**src/rtl/bdio_pkg.sv**
```systemverilog
/*
  Constants for the sixteen-channel bidirectional digital I/O block:
  widths, filter timing, register map, field positions, reset values.
  Assumes a single 125 MHz clock domain and an APB register bus.
*/
`default_nettype none

package bdio_pkg;

  // Channel and group geometry
  localparam int unsigned CHAN_N  = 16;
  localparam int unsigned GRP_N   = 2;
  localparam int unsigned GRP_W   = 8;
  localparam int unsigned CNT_W   = 19;

  // Filter timing
  localparam int unsigned CLK_MHZ       = 125;
  localparam int unsigned FILT_SLOW_US  = 3000;
  localparam int unsigned FILT_FAST_US  = 10;
  localparam int unsigned FILT_SLOW_CYC = FILT_SLOW_US * CLK_MHZ;
  localparam int unsigned FILT_FAST_CYC = FILT_FAST_US * CLK_MHZ;

  // Register map, byte addresses
  localparam int unsigned ADDR_W      = 8;
  localparam logic [7:0] ADDR_CTRL    = 8'h00;
  localparam logic [7:0] ADDR_OUT_IMG = 8'h04;
  localparam logic [7:0] ADDR_IN_IMG  = 8'h08;
  localparam logic [7:0] ADDR_STAT    = 8'h0C;
  localparam logic [7:0] ADDR_IRQ_ST  = 8'h10;
  localparam logic [7:0] ADDR_IRQ_MSK = 8'h14;

  // Field positions
  localparam int unsigned CTRL_DC_BIT   = 0;
  localparam int unsigned GRP_SYNC_BIT  = 8;
  localparam int unsigned GRP_INV_BIT   = 9;
  localparam int unsigned GRP_TOG_BIT   = 10;
  localparam int unsigned IN_G1_BASE    = 16;
  localparam int unsigned STAT_OVL_BIT  = 0;
  localparam int unsigned STAT_ARM_BIT  = 1;
  localparam int unsigned IRQ_SYNC_BIT  = 0;
  localparam int unsigned IRQ_INV0_BIT  = 1;
  localparam int unsigned IRQ_INV1_BIT  = 2;
  localparam int unsigned IRQ_OVL_BIT   = 3;
  localparam int unsigned IRQ_UPD_BIT   = 4;
  localparam int unsigned IRQ_W         = 5;

  // Reset values
  localparam logic [31:0] ZERO_WORD    = 32'h0000_0000;
  localparam logic [15:0] OUT_IMG_RST  = 16'h0000;
  localparam logic [4:0]  IRQ_MSK_RST  = 5'h00;

endpackage : bdio_pkg

`default_nettype wire

```
**src/rtl/bdio_top.sv**
```systemverilog
/*
  Sixteen-channel bidirectional digital I/O with cyclic process image.
  Holds pin synchronisers, per-channel input filters, the input image
  latched once per bus cycle, output drive, LEDs, interrupts, APB slave.
  Assumes cycle_tick_i, sync_err_i and read_err_i come from same-clock
  logic of the fieldbus slave; pins and overload sense are asynchronous.
*/
`timescale 1ns/1ns
`default_nettype none

// Functional notes
// - Sync flag only meaningful in synchronised-clock mode
// - Sync flag reports error in last bus cycle
// - Invalid flag set when group read failed
// - Toggle bit inverts on each group update
// - Two output groups drive physical outputs
// - Sixteen channels, no direction configuration
// - Driven output reads back in input image
// - Input filter 3.0 ms slow, 10 us fast
// - Sensor supply overload lights red LED
// - One LED per channel shows its state
// - Group: eight inputs then three flags
module bdio_top #(
  parameter int unsigned SLOW_CYC     = bdio_pkg::FILT_SLOW_CYC,
  parameter bit          FAST_VARIANT = 1'b0
) (
  input  wire logic        ref_clk_i,
  input  wire logic        rst_i,
  input  wire logic        psel_i,
  input  wire logic        penable_i,
  input  wire logic        pwrite_i,
  input  wire logic [7:0]  paddr_i,
  input  wire logic [31:0] pwdata_i,
  output logic      [31:0] prdata_o,
  output logic             pready_o,
  output logic             pslverr_o,
  input  wire logic        cycle_tick_i,
  input  wire logic        sync_err_i,
  input  wire logic [1:0]  read_err_i,
  input  wire logic [15:0] chan_pin_i,
  input  wire logic        sensor_ovl_i,
  output logic      [15:0] chan_drive_o,
  output logic      [15:0] chan_led_o,
  output logic             supply_led_o,
  output logic             irq_o
);

  localparam int unsigned CW    = bdio_pkg::CNT_W;
  localparam int unsigned LIM_I = FAST_VARIANT ? bdio_pkg::FILT_FAST_CYC : SLOW_CYC;
  // Last count before a new level is accepted
  localparam logic [CW-1:0] LIM_M1 = CW'(LIM_I - 1);

  logic [15:0]   pin_s1_reg;      // First sync stage
  logic [15:0]   pin_s2_reg;      // Second sync stage
  logic          ovl_s1_reg;      // Overload first stage
  logic          ovl_s2_reg;      // Overload second stage
  logic          ovl_prev_reg;    // For rising edge
  logic [15:0]   raw_w;           // Sensed level per channel
  logic [15:0]   stable_reg;      // Filtered level per channel
  logic          dc_mode_reg;     // Synchronised-clock mode
  logic [15:0]   out_img_reg;     // Output image from master
  logic          armed_reg;       // First image received
  logic [15:0]   drive_reg;       // Output drivers
  logic          sync_seen_reg;   // Sync error this cycle
  logic          seen_now_w;      // Including this cycle
  logic [7:0]    img_data_reg [2];// Latched input groups
  logic [1:0]    sync_flag_reg;   // Per-group sync flag
  logic [1:0]    inv_reg;         // Per-group invalid flag
  logic [1:0]    tog_reg;         // Per-group update toggle
  logic [4:0]    irq_st_reg;      // Sticky event bits
  logic [4:0]    irq_msk_reg;     // Interrupt mask
  logic [4:0]    irq_ev_w;        // Events this cycle
  logic [31:0]   prdata_reg;      // Read data, setup phase
  logic          perr_reg;        // Unmapped, setup phase
  logic          led_reg;         // Red supply indicator
  logic          mapped_w;        // Address decodes
  logic          setup_w;         // APB setup phase
  logic          wr_w;            // APB write completes
  logic          rd_irq_w;        // Status read completes
  logic [31:0]   rd_mux_w;        // Read mux
  logic [10:0]   grp_w [2];       // Group as seen by master

  // Two-stage pin synchronisers
  always_ff @(posedge ref_clk_i or posedge rst_i) begin
    if (rst_i) begin
      pin_s1_reg <= 16'h0000;
      pin_s2_reg <= 16'h0000;
      ovl_s1_reg <= 1'b0;
      ovl_s2_reg <= 1'b0;
    end else begin
      pin_s1_reg <= chan_pin_i;
      pin_s2_reg <= pin_s1_reg;
      ovl_s1_reg <= sensor_ovl_i;
      ovl_s2_reg <= ovl_s1_reg;
    end
  end

  // Sampler sees its own driver as well as the pin
  assign raw_w = pin_s2_reg | drive_reg;

  // Per-channel debounce: level must hold LIM_I cycles
  // Pulses shorter than the filter never reach the image
  for (genvar ch = 0; ch < bdio_pkg::CHAN_N; ch++) begin : g_filt
    logic [CW-1:0] cnt_reg; // Cycles the new level held
    always_ff @(posedge ref_clk_i or posedge rst_i) begin
      if (rst_i) begin
        cnt_reg        <= '0;
        stable_reg[ch] <= 1'b0;
      end else if (raw_w[ch] == stable_reg[ch]) begin
        // Bounce back restarts the wait
        cnt_reg <= '0;
      end else if (cnt_reg == LIM_M1) begin
        stable_reg[ch] <= raw_w[ch];
        cnt_reg        <= '0;
      end else begin
        cnt_reg <= cnt_reg + 1'b1;
      end
    end
  end

  // Sync errors gathered over the running bus cycle
  // An error in the tick cycle still counts for that cycle
  assign seen_now_w = sync_seen_reg | sync_err_i;

  always_ff @(posedge ref_clk_i or posedge rst_i) begin
    if (rst_i) begin
      sync_seen_reg <= 1'b0;
    end else if (cycle_tick_i) begin
      sync_seen_reg <= 1'b0;
    end else if (sync_err_i) begin
      sync_seen_reg <= 1'b1;
    end
  end

  // Input image latched once per bus cycle
  for (genvar g = 0; g < bdio_pkg::GRP_N; g++) begin : g_grp
    always_ff @(posedge ref_clk_i or posedge rst_i) begin
      if (rst_i) begin
        img_data_reg[g]  <= 8'h00;
        sync_flag_reg[g] <= 1'b0;
        inv_reg[g]       <= 1'b0;
        tog_reg[g]       <= 1'b0;
      end else if (cycle_tick_i) begin
        // Flag only driven in synchronised mode
        sync_flag_reg[g] <= dc_mode_reg & seen_now_w;
        inv_reg[g]       <= read_err_i[g];
        if (!read_err_i[g]) begin
          // Fresh sample: store and invert toggle
          img_data_reg[g] <= stable_reg[g*bdio_pkg::GRP_W +: bdio_pkg::GRP_W];
          tog_reg[g]      <= ~tog_reg[g];
        end
      end
    end
    // Eight inputs then sync, invalid, toggle
    assign grp_w[g] = {tog_reg[g], inv_reg[g], sync_flag_reg[g], img_data_reg[g]};
  end

  // Outputs held off until the master arms them
  always_ff @(posedge ref_clk_i or posedge rst_i) begin
    if (rst_i) begin
      drive_reg <= 16'h0000;
    end else if (armed_reg) begin
      drive_reg <= out_img_reg;
    end else begin
      drive_reg <= 16'h0000;
    end
  end

  assign chan_drive_o = drive_reg;

  // LEDs: channel state and supply overload
  always_ff @(posedge ref_clk_i or posedge rst_i) begin
    if (rst_i) begin
      led_reg      <= 1'b0;
      ovl_prev_reg <= 1'b0;
    end else begin
      led_reg      <= ovl_s2_reg;
      ovl_prev_reg <= ovl_s2_reg;
    end
  end

  assign chan_led_o   = stable_reg;
  assign supply_led_o = led_reg;

  // APB decode
  assign setup_w  = psel_i & ~penable_i;
  assign mapped_w = (paddr_i == bdio_pkg::ADDR_CTRL) | (paddr_i == bdio_pkg::ADDR_OUT_IMG) |
                    (paddr_i == bdio_pkg::ADDR_IN_IMG) | (paddr_i == bdio_pkg::ADDR_STAT) |
                    (paddr_i == bdio_pkg::ADDR_IRQ_ST) | (paddr_i == bdio_pkg::ADDR_IRQ_MSK);
  assign wr_w     = psel_i & penable_i & pwrite_i & ~perr_reg;
  assign rd_irq_w = psel_i & penable_i & ~pwrite_i & (paddr_i == bdio_pkg::ADDR_IRQ_ST);

  // Read mux, sampled in the setup phase
  always_comb begin
    rd_mux_w = bdio_pkg::ZERO_WORD;
    unique case (paddr_i)
      bdio_pkg::ADDR_CTRL: begin
        rd_mux_w[bdio_pkg::CTRL_DC_BIT] = dc_mode_reg;
      end
      bdio_pkg::ADDR_OUT_IMG: begin
        rd_mux_w[15:0] = out_img_reg;
      end
      bdio_pkg::ADDR_IN_IMG: begin
        rd_mux_w[10:0] = grp_w[0];
        rd_mux_w[bdio_pkg::IN_G1_BASE +: 11] = grp_w[1];
      end
      bdio_pkg::ADDR_STAT: begin
        rd_mux_w[bdio_pkg::STAT_OVL_BIT] = ovl_s2_reg;
        rd_mux_w[bdio_pkg::STAT_ARM_BIT] = armed_reg;
      end
      bdio_pkg::ADDR_IRQ_ST: begin
        rd_mux_w[4:0] = irq_st_reg;
      end
      bdio_pkg::ADDR_IRQ_MSK: begin
        rd_mux_w[4:0] = irq_msk_reg;
      end
      default: begin
        rd_mux_w = bdio_pkg::ZERO_WORD;
      end
    endcase
  end

  // Read data and error captured at setup
  always_ff @(posedge ref_clk_i or posedge rst_i) begin
    if (rst_i) begin
      prdata_reg <= bdio_pkg::ZERO_WORD;
      perr_reg   <= 1'b0;
    end else if (setup_w) begin
      prdata_reg <= pwrite_i ? bdio_pkg::ZERO_WORD : rd_mux_w;
      perr_reg   <= ~mapped_w;
    end
  end

  assign prdata_o  = prdata_reg;
  assign pslverr_o = perr_reg;
  // No wait states: each access ends after one cycle
  assign pready_o  = 1'b1;

  // Software-written registers
  always_ff @(posedge ref_clk_i or posedge rst_i) begin
    if (rst_i) begin
      dc_mode_reg <= 1'b0;
      out_img_reg <= bdio_pkg::OUT_IMG_RST;
      armed_reg   <= 1'b0;
      irq_msk_reg <= bdio_pkg::IRQ_MSK_RST;
    end else if (wr_w) begin
      if (paddr_i == bdio_pkg::ADDR_CTRL) begin
        dc_mode_reg <= pwdata_i[bdio_pkg::CTRL_DC_BIT];
      end
      if (paddr_i == bdio_pkg::ADDR_OUT_IMG) begin
        out_img_reg <= pwdata_i[15:0];
        armed_reg   <= 1'b1;
      end
      if (paddr_i == bdio_pkg::ADDR_IRQ_MSK) begin
        irq_msk_reg <= pwdata_i[4:0];
      end
    end
  end

  // Events feeding the sticky status
  always_comb begin
    irq_ev_w = '0;
    irq_ev_w[bdio_pkg::IRQ_SYNC_BIT] = cycle_tick_i & dc_mode_reg & seen_now_w;
    irq_ev_w[bdio_pkg::IRQ_INV0_BIT] = cycle_tick_i & read_err_i[0];
    irq_ev_w[bdio_pkg::IRQ_INV1_BIT] = cycle_tick_i & read_err_i[1];
    irq_ev_w[bdio_pkg::IRQ_OVL_BIT]  = ovl_s2_reg & ~ovl_prev_reg;
    irq_ev_w[bdio_pkg::IRQ_UPD_BIT]  = cycle_tick_i;
  end

  // Read clears only bits reported; new event wins
  // Clear and event in one cycle: the event stays set
  always_ff @(posedge ref_clk_i or posedge rst_i) begin
    if (rst_i) begin
      irq_st_reg <= '0;
    end else if (rd_irq_w) begin
      irq_st_reg <= (irq_st_reg & ~prdata_reg[4:0]) | irq_ev_w;
    end else begin
      irq_st_reg <= irq_st_reg | irq_ev_w;
    end
  end

  assign irq_o = |(irq_st_reg & irq_msk_reg);

  // Checks on the block clock, all idle during reset
  // Partner inputs share the clock, so no settling slack
  sync_gate_a: assert property (@(posedge ref_clk_i) disable iff (rst_i)
    (cycle_tick_i && !dc_mode_reg) |=> (sync_flag_reg == 2'b00))
    else $error("sync flag set outside synchronised mode");

  sync_set_a: assert property (@(posedge ref_clk_i) disable iff (rst_i)
    (cycle_tick_i && dc_mode_reg && sync_err_i) |=> (sync_flag_reg == 2'b11))
    else $error("sync error not reported");

  inv_flag_a: assert property (@(posedge ref_clk_i) disable iff (rst_i)
    cycle_tick_i |=> (inv_reg == $past(read_err_i)))
    else $error("invalid flag does not follow read error");

  toggle_flip_a: assert property (@(posedge ref_clk_i) disable iff (rst_i)
    (cycle_tick_i && !read_err_i[0]) |=> (tog_reg[0] != $past(tog_reg[0])))
    else $error("toggle did not invert on update");

  // Drivers follow the image one edge after it is seen
  drive_map_a: assert property (@(posedge ref_clk_i) disable iff (rst_i)
    armed_reg |=> (chan_drive_o == $past(out_img_reg)))
    else $error("output drive differs from image");

  readback_a: assert property (@(posedge ref_clk_i) disable iff (rst_i)
    (($past(stable_reg) & ~stable_reg & $past(drive_reg)) == 16'h0000))
    else $error("driven output filtered low");

  filt_hold_a: assert property (@(posedge ref_clk_i) disable iff (rst_i)
    $rose(stable_reg[0]) |-> $past(raw_w[0]))
    else $error("filter accepted level not present");

  ovl_led_a: assert property (@(posedge ref_clk_i) disable iff (rst_i)
    ovl_s2_reg |=> supply_led_o)
    else $error("overload not shown on LED");

  upd_hold_a: assert property (@(posedge ref_clk_i) disable iff (rst_i)
    !cycle_tick_i |=> ($stable(tog_reg) && $stable(inv_reg)))
    else $error("image changed without bus cycle");

  out_off_a: assert property (@(posedge ref_clk_i) disable iff (rst_i)
    !armed_reg |-> (chan_drive_o == 16'h0000))
    else $error("output driven before first image");

  sync_clr_a: assert property (@(posedge ref_clk_i) disable iff (rst_i)
    (cycle_tick_i && !seen_now_w) |=> (sync_flag_reg == 2'b00))
    else $error("sync flag set without error");

  toggle_held_a: assert property (@(posedge ref_clk_i) disable iff (rst_i)
    (cycle_tick_i && read_err_i[0]) |=> ($stable(tog_reg[0]) && $stable(img_data_reg[0])))
    else $error("failed group updated its image");

  led_off_a: assert property (@(posedge ref_clk_i) disable iff (rst_i)
    !ovl_s2_reg |=> !supply_led_o)
    else $error("supply LED lit without overload");

  img_hold_a: assert property (@(posedge ref_clk_i) disable iff (rst_i)
    !cycle_tick_i |=> ($stable(img_data_reg[0]) && $stable(img_data_reg[1])))
    else $error("input data changed without bus cycle");

endmodule : bdio_top

`default_nettype wire

```
**config.mk**
```make
export PLATFORM = sky130hd
export DESIGN_NAME = bdio_top
export DESIGN_NICKNAME = d
export VERILOG_FILES = /design/src/rtl/bdio_pkg.sv /design/src/rtl/bdio_top.sv
export SDC_FILE = /design/constraint.sdc
export NUM_CORES = 1
export LEC_CHECK = 0
export ABC_AREA = 1
export BUFFER_PORTS_ARGS = -buffer_cell sky130_fd_sc_hd__buf_4
export CORE_MARGIN = 2
export CORE_UTILIZATION = 30
export CTS_BUF_LIST = sky130_fd_sc_hd__clkbuf_2
export DETAILED_ROUTE_END_ITERATION = 12
export PLACE_DENSITY = 0.51
export REMOVE_ABC_BUFFERS = 1
export SLEW_MARGIN = 20
export SYNTH_ARGS = -nofsm -noshare
export SYNTH_HDL_FRONTEND = slang
export SYNTH_SLANG_ARGS = --single-unit
export TNS_END_PERCENT = 50
```
**constraint.sdc**
```tcl
create_clock -name ref_clk_i -period 14.2 [get_ports ref_clk_i]
set_clock_uncertainty 0.15 [all_clocks]
set_input_delay 1.42 -clock ref_clk_i [delete_from_list [all_inputs] [get_ports ref_clk_i]]
set_output_delay 1.42 -clock ref_clk_i [all_outputs]
set_load 0.03 [all_outputs]
```
* After elaboration in Yosys (flattened, before gate mapping) *
Cells that the tools add are included.

word-level totals
  bits in registers = 454
  input port bits = 66
  output and inout bits = 68
  logic and storage cells = 222

cells by class
  add/subtract/negate cells = 16
  equal/unequal tests = 37
  muxes and demuxes = 43
  bitwise logic cells = 49
  reduce and logical (&&, ||, !) cells = 24

operators with widths
  cell                                                             count
  19-bit 2-to-1 mux                                                32
  19-bit by 1-bit adder with 19-bit output, second input constant  16
  19-bit == test, second input constant                            16
  2-bit AND reduction                                              21
  27-bit 2-to-1 mux                                                1
  1-bit NOT                                                        25
  1-bit == test                                                    16
  8-bit by 4-bit == test with 1-bit output, second input constant  2
  8-bit by 5-bit == test with 1-bit output, second input constant  2
  16-bit 2-to-1 mux                                                1
  16-bit bitwise OR                                                1
  1-bit bitwise AND                                                12
  3-bit case mux with 4 select lines                               1
  6-bit case mux with 2 select lines                               1
  11-bit 2-to-1 mux                                                1
  5-bit bitwise AND                                                2
  5-bit 2-to-1 mux                                                 2
  5-bit bitwise OR                                                 2
  8-bit by 3-bit == test with 1-bit output, second input constant  1
  8-bit zero test                                                  1
  1-bit bitwise OR                                                 6
  1-bit case mux with 6 select lines                               1
  5-bit NOT                                                        1
  1-bit case mux with 5 select lines                               1
  3 further kinds                                                  4

* Depth between registers and ports, before layout *
  depth after elaboration = 7
  gate-level depth with buffers = 10
  depth with buffers taken out = 10

* Worst setup path before layout *
OpenSTA, ideal clock, no wires.

  path type = register -> output
  start = register irq_msk_reg[1]
  end = output irq_o
  data arrival time = 0.878 ns
  required time = 12.630 ns
  setup slack = 11.752 ns
  cell stages (with the launch flop) = 4
  path buffers = 0
  path through = dfrtp_1 > nand2_1 > nand3_1 > a221o_1

between the ends
  cells in the longest elaborated chain, start to end = 2

RTL lines
  item                      RTL line         RTL
  start: declaration        bdio_top.sv:71   logic [4:0] irq_msk_reg;
  start signal: assignment  bdio_top.sv:245  irq_msk_reg <= bdio_pkg::IRQ_MSK_RST;
  start signal: assignment  bdio_top.sv:255  irq_msk_reg <= pwdata_i[4:0];
  5-bit bitwise AND         bdio_top.sv:282  assign irq_o = |(irq_st_reg & irq_msk_reg);
  5-bit OR reduction        bdio_top.sv:282
  end: declaration          bdio_top.sv:45   output logic irq_o

Every way passes these cells.

* Final worst setup path *
  start = register irq_st_reg[2]
  end = output irq_o

between the ends
  cells in the longest elaborated chain, start to end = 2

RTL lines
  item                      RTL line         RTL
  start: declaration        bdio_top.sv:70   logic [4:0] irq_st_reg;
  start signal: assignment  bdio_top.sv:276  irq_st_reg <= (irq_st_reg & ~prdata_reg[4:0]) | irq_ev_w;
  start signal: assignment  bdio_top.sv:278  irq_st_reg <= irq_st_reg | irq_ev_w;
  5-bit bitwise AND         bdio_top.sv:282
  5-bit OR reduction        bdio_top.sv:282

Every way passes these cells.

==> metrics.csv <==
metric,value,unit
tightestPinTransition,946,ps
fillers,7934,
critPathLaunchType,flop,
insertion_delay,1250,ps
hpwlAfterDp,38900,um
grt_antenna_before_repair,5,
syn-cell-area,0.0224,mm^2
cts_buffers,135,
clkTransAtPathRegs,110,ps
ys_seq_area_share,50.1,%
avgSynthCellArea,8.01,um^2
totalNegativeSetupSlack,0,ps
holdPathStages,0,
initial_core_util,30.2,%
relSlewSlack,36.9,%
largest_reg_flops,304,
final_hold_viol_count,0,
first_pass_iters,5,
dieHeight,278,um
rr_worst_depth,10,
wl_per_cell,13.4,um
fmax,262,MHz
criticalPathCategory,flop to output port,
p_per_area,94.4,mW/mm^2
cp.required,12630,ps
cp.arrival,2250,ps
synth-warning-count,0,
maxSlewViolCount,0,
die_area,0.0770,mm^2
clock-root-buffer,clkbuf_2,
drc,0,
layout_commonest_cell,nand2_1,
synth_cells,2801,
drive_gt1_share,15.1,%
final_nets,3123,
peakVddDrop,0.0000389,V
area_growth,14.5,%
ys_types,39,
timing.final.crit_share,26.9,%
place.gp.congestion,0.834,
synth.ff_latch_count,449,
max_cap_viol_count,0,
layout_common_cells,"624 x nand2_1, 513 x nor2_1, 449 x dfrtp_1",
final_antenna_net_count,0,
cts_buffer_depth,3,
hp-class,flop to flop,
status,"complete, no violations",
setup_slack,10380,ps
via_per_inst,4.35,
io_buffers,111,
critical_path.max_fanout,3,
cts_tree,built,
grt_max_degree,163,
core_area,0.0742,mm^2
die_width,278,um
grt-ovfl-total,0,
drt-initial-drc-count,1002,
ios,134,
grt_usage,14.8,%
h-tree-depth,4,
dp_slack,10090,ps
wl,55200,um
leakage,12.2,nW
dr_total_vias,17900,
finalCriticalPeriod,3820,ps
clock_sinks,449,
grt_pass1_wl,91400,um
rsz0062_at_grt,no,
grt_pass1_vias,17800,
cp-end-kind,output port,
std_cell_rows,100,
finalSetupViolations,0,
## where the power goes
group / switching [mW] / leakage, nW / internal [mW]
logic: 0.0791 / 5.21 / 0.0319
clock network: 0.587 / 0.915 / 0.417
registers: 0.0133 / 6.11 / 1.30
total: 0.679 / 12.2 / 1.75
## routing by layer
| metal | wire length (um) | global-route usage (%) |
|---|---|---|
| met1 | 26900 | 20.1 |
| met4 | 1380 | 6.38 |
| met5 | 27 | 0 |
| met3 | 2820 | 3.73 |
| met2 | 24000 | 22.4 |
## critical path: stages (launching register included)
cell,delay [ps]
dfrtp_1,420
nand2_1,70
nand3_1,70
a221o_1,280
buf_4,180
## timing repair
item,CTS,global route
endpoints found under the hold margin,99,0
hold buffers,19,0
gates resized for setup,0,0
buffers inserted,0,0
## synthesized netlist by cell type
library cell  number  area (um^2)
nand4_1           61          382
nand2_1          624         2340
o21ai_2            5         43.8
nor3_4             1         16.3
nor2_8             1         20.0
nor2_2            35          219
dfrtp_1          449        11200
nor4_1             3         18.8
o21ai_0           55          275
clkbuf_1           4         15.0
nand3_1          171          856
nor3b_1            9         67.6
nand3_2            2         20.0
buf_6              6         67.6
nor2_4            31          349
a22o_1             5         43.8
inv_2             19         71.3
o21ai_1           12         60.1
ha_1              16          200
a31oi_1            2         12.5
o31ai_2            5         62.6
nor3_1            97          485
nand2_4            2         22.5
nand2_2           32          200
a221o_1            1         10.0
nor2_1           513         1930
a211oi_1           1         7.51
nor3b_2            1         12.5
conb_1             2         7.51
nand3_4            1         17.5
and3_1             7         43.8
a21oi_1           50          250
inv_1            390         1460
buf_2              5         25.0
xnor2_1           28          245
o21bai_1           2         15.0
xor2_1           116         1020
buf_4             22          165
nor3_2            15          150
## area by class of cell
class	count	area, um^2	share of cell area (%)
clock inverters	40	244	0.949
diodes	5	12.5	0.0487
inverters	409	1540	6.00
repair buffers	136	1080	4.21
multi-input cells	1910	9410	36.6
flip-flops and latches	449	11200	43.7
well taps	969	1210	4.72
clock buffers	192	961	3.74
## cells by family (layout without fill, tap and decap cells)
family	after synthesis	after routing	synth area share, %
AND/OR/NAND/NOR	1606	1606	31.9
flip-flops	449	449	50.1
buffers and inverters	446	777	8.06
XOR/XNOR	144	144	5.62
AO/OA/AOI/OAI	138	138	3.48
adder cells (fa/ha/maj)	16	16	0.892
other	2	11	0.0335
## metrics by stage
step	power, mW	std cells	hold slack, ps	cell area [um^2]	util (%)
final	2.43	4110	194	25700	34.6
after global routing	2.58	4109	147	25700	34.6
after CTS	2.50	4105	41.3	25700	34.6
after detailed placement	1.45	3854	185	24300	32.7
after global placement	1.45	3854	183	24300	32.7
after floorplan	1.40	2768	181	22200	-
## final timing paths
kind                                                 startpoint                               end  slack, ps
worst max-delay path                    irq_st_reg[2]$_DFF_PP0_                             irq_o      10380
worst min-delay path                    pin_s1_reg[3]$_DFF_PP0_           pin_s2_reg[3]$_DFF_PP0_        190
worst max register to register  g_filt[10].cnt_reg[0]$_DFF_PP0_  g_filt[10].cnt_reg[16]$_DFF_PP0_      12170
worst min register to register          pin_s1_reg[3]$_DFF_PP0_           pin_s2_reg[3]$_DFF_PP0_        190
max in group asynchronous                                 rst_i   g_filt[3].cnt_reg[13]$_DFF_PP0_      10950
min in group asynchronous                                 rst_i          prdata_o[20]$_DFFE_PP0P_        700
Note: power is estimated with default switching activity, not from simulation.
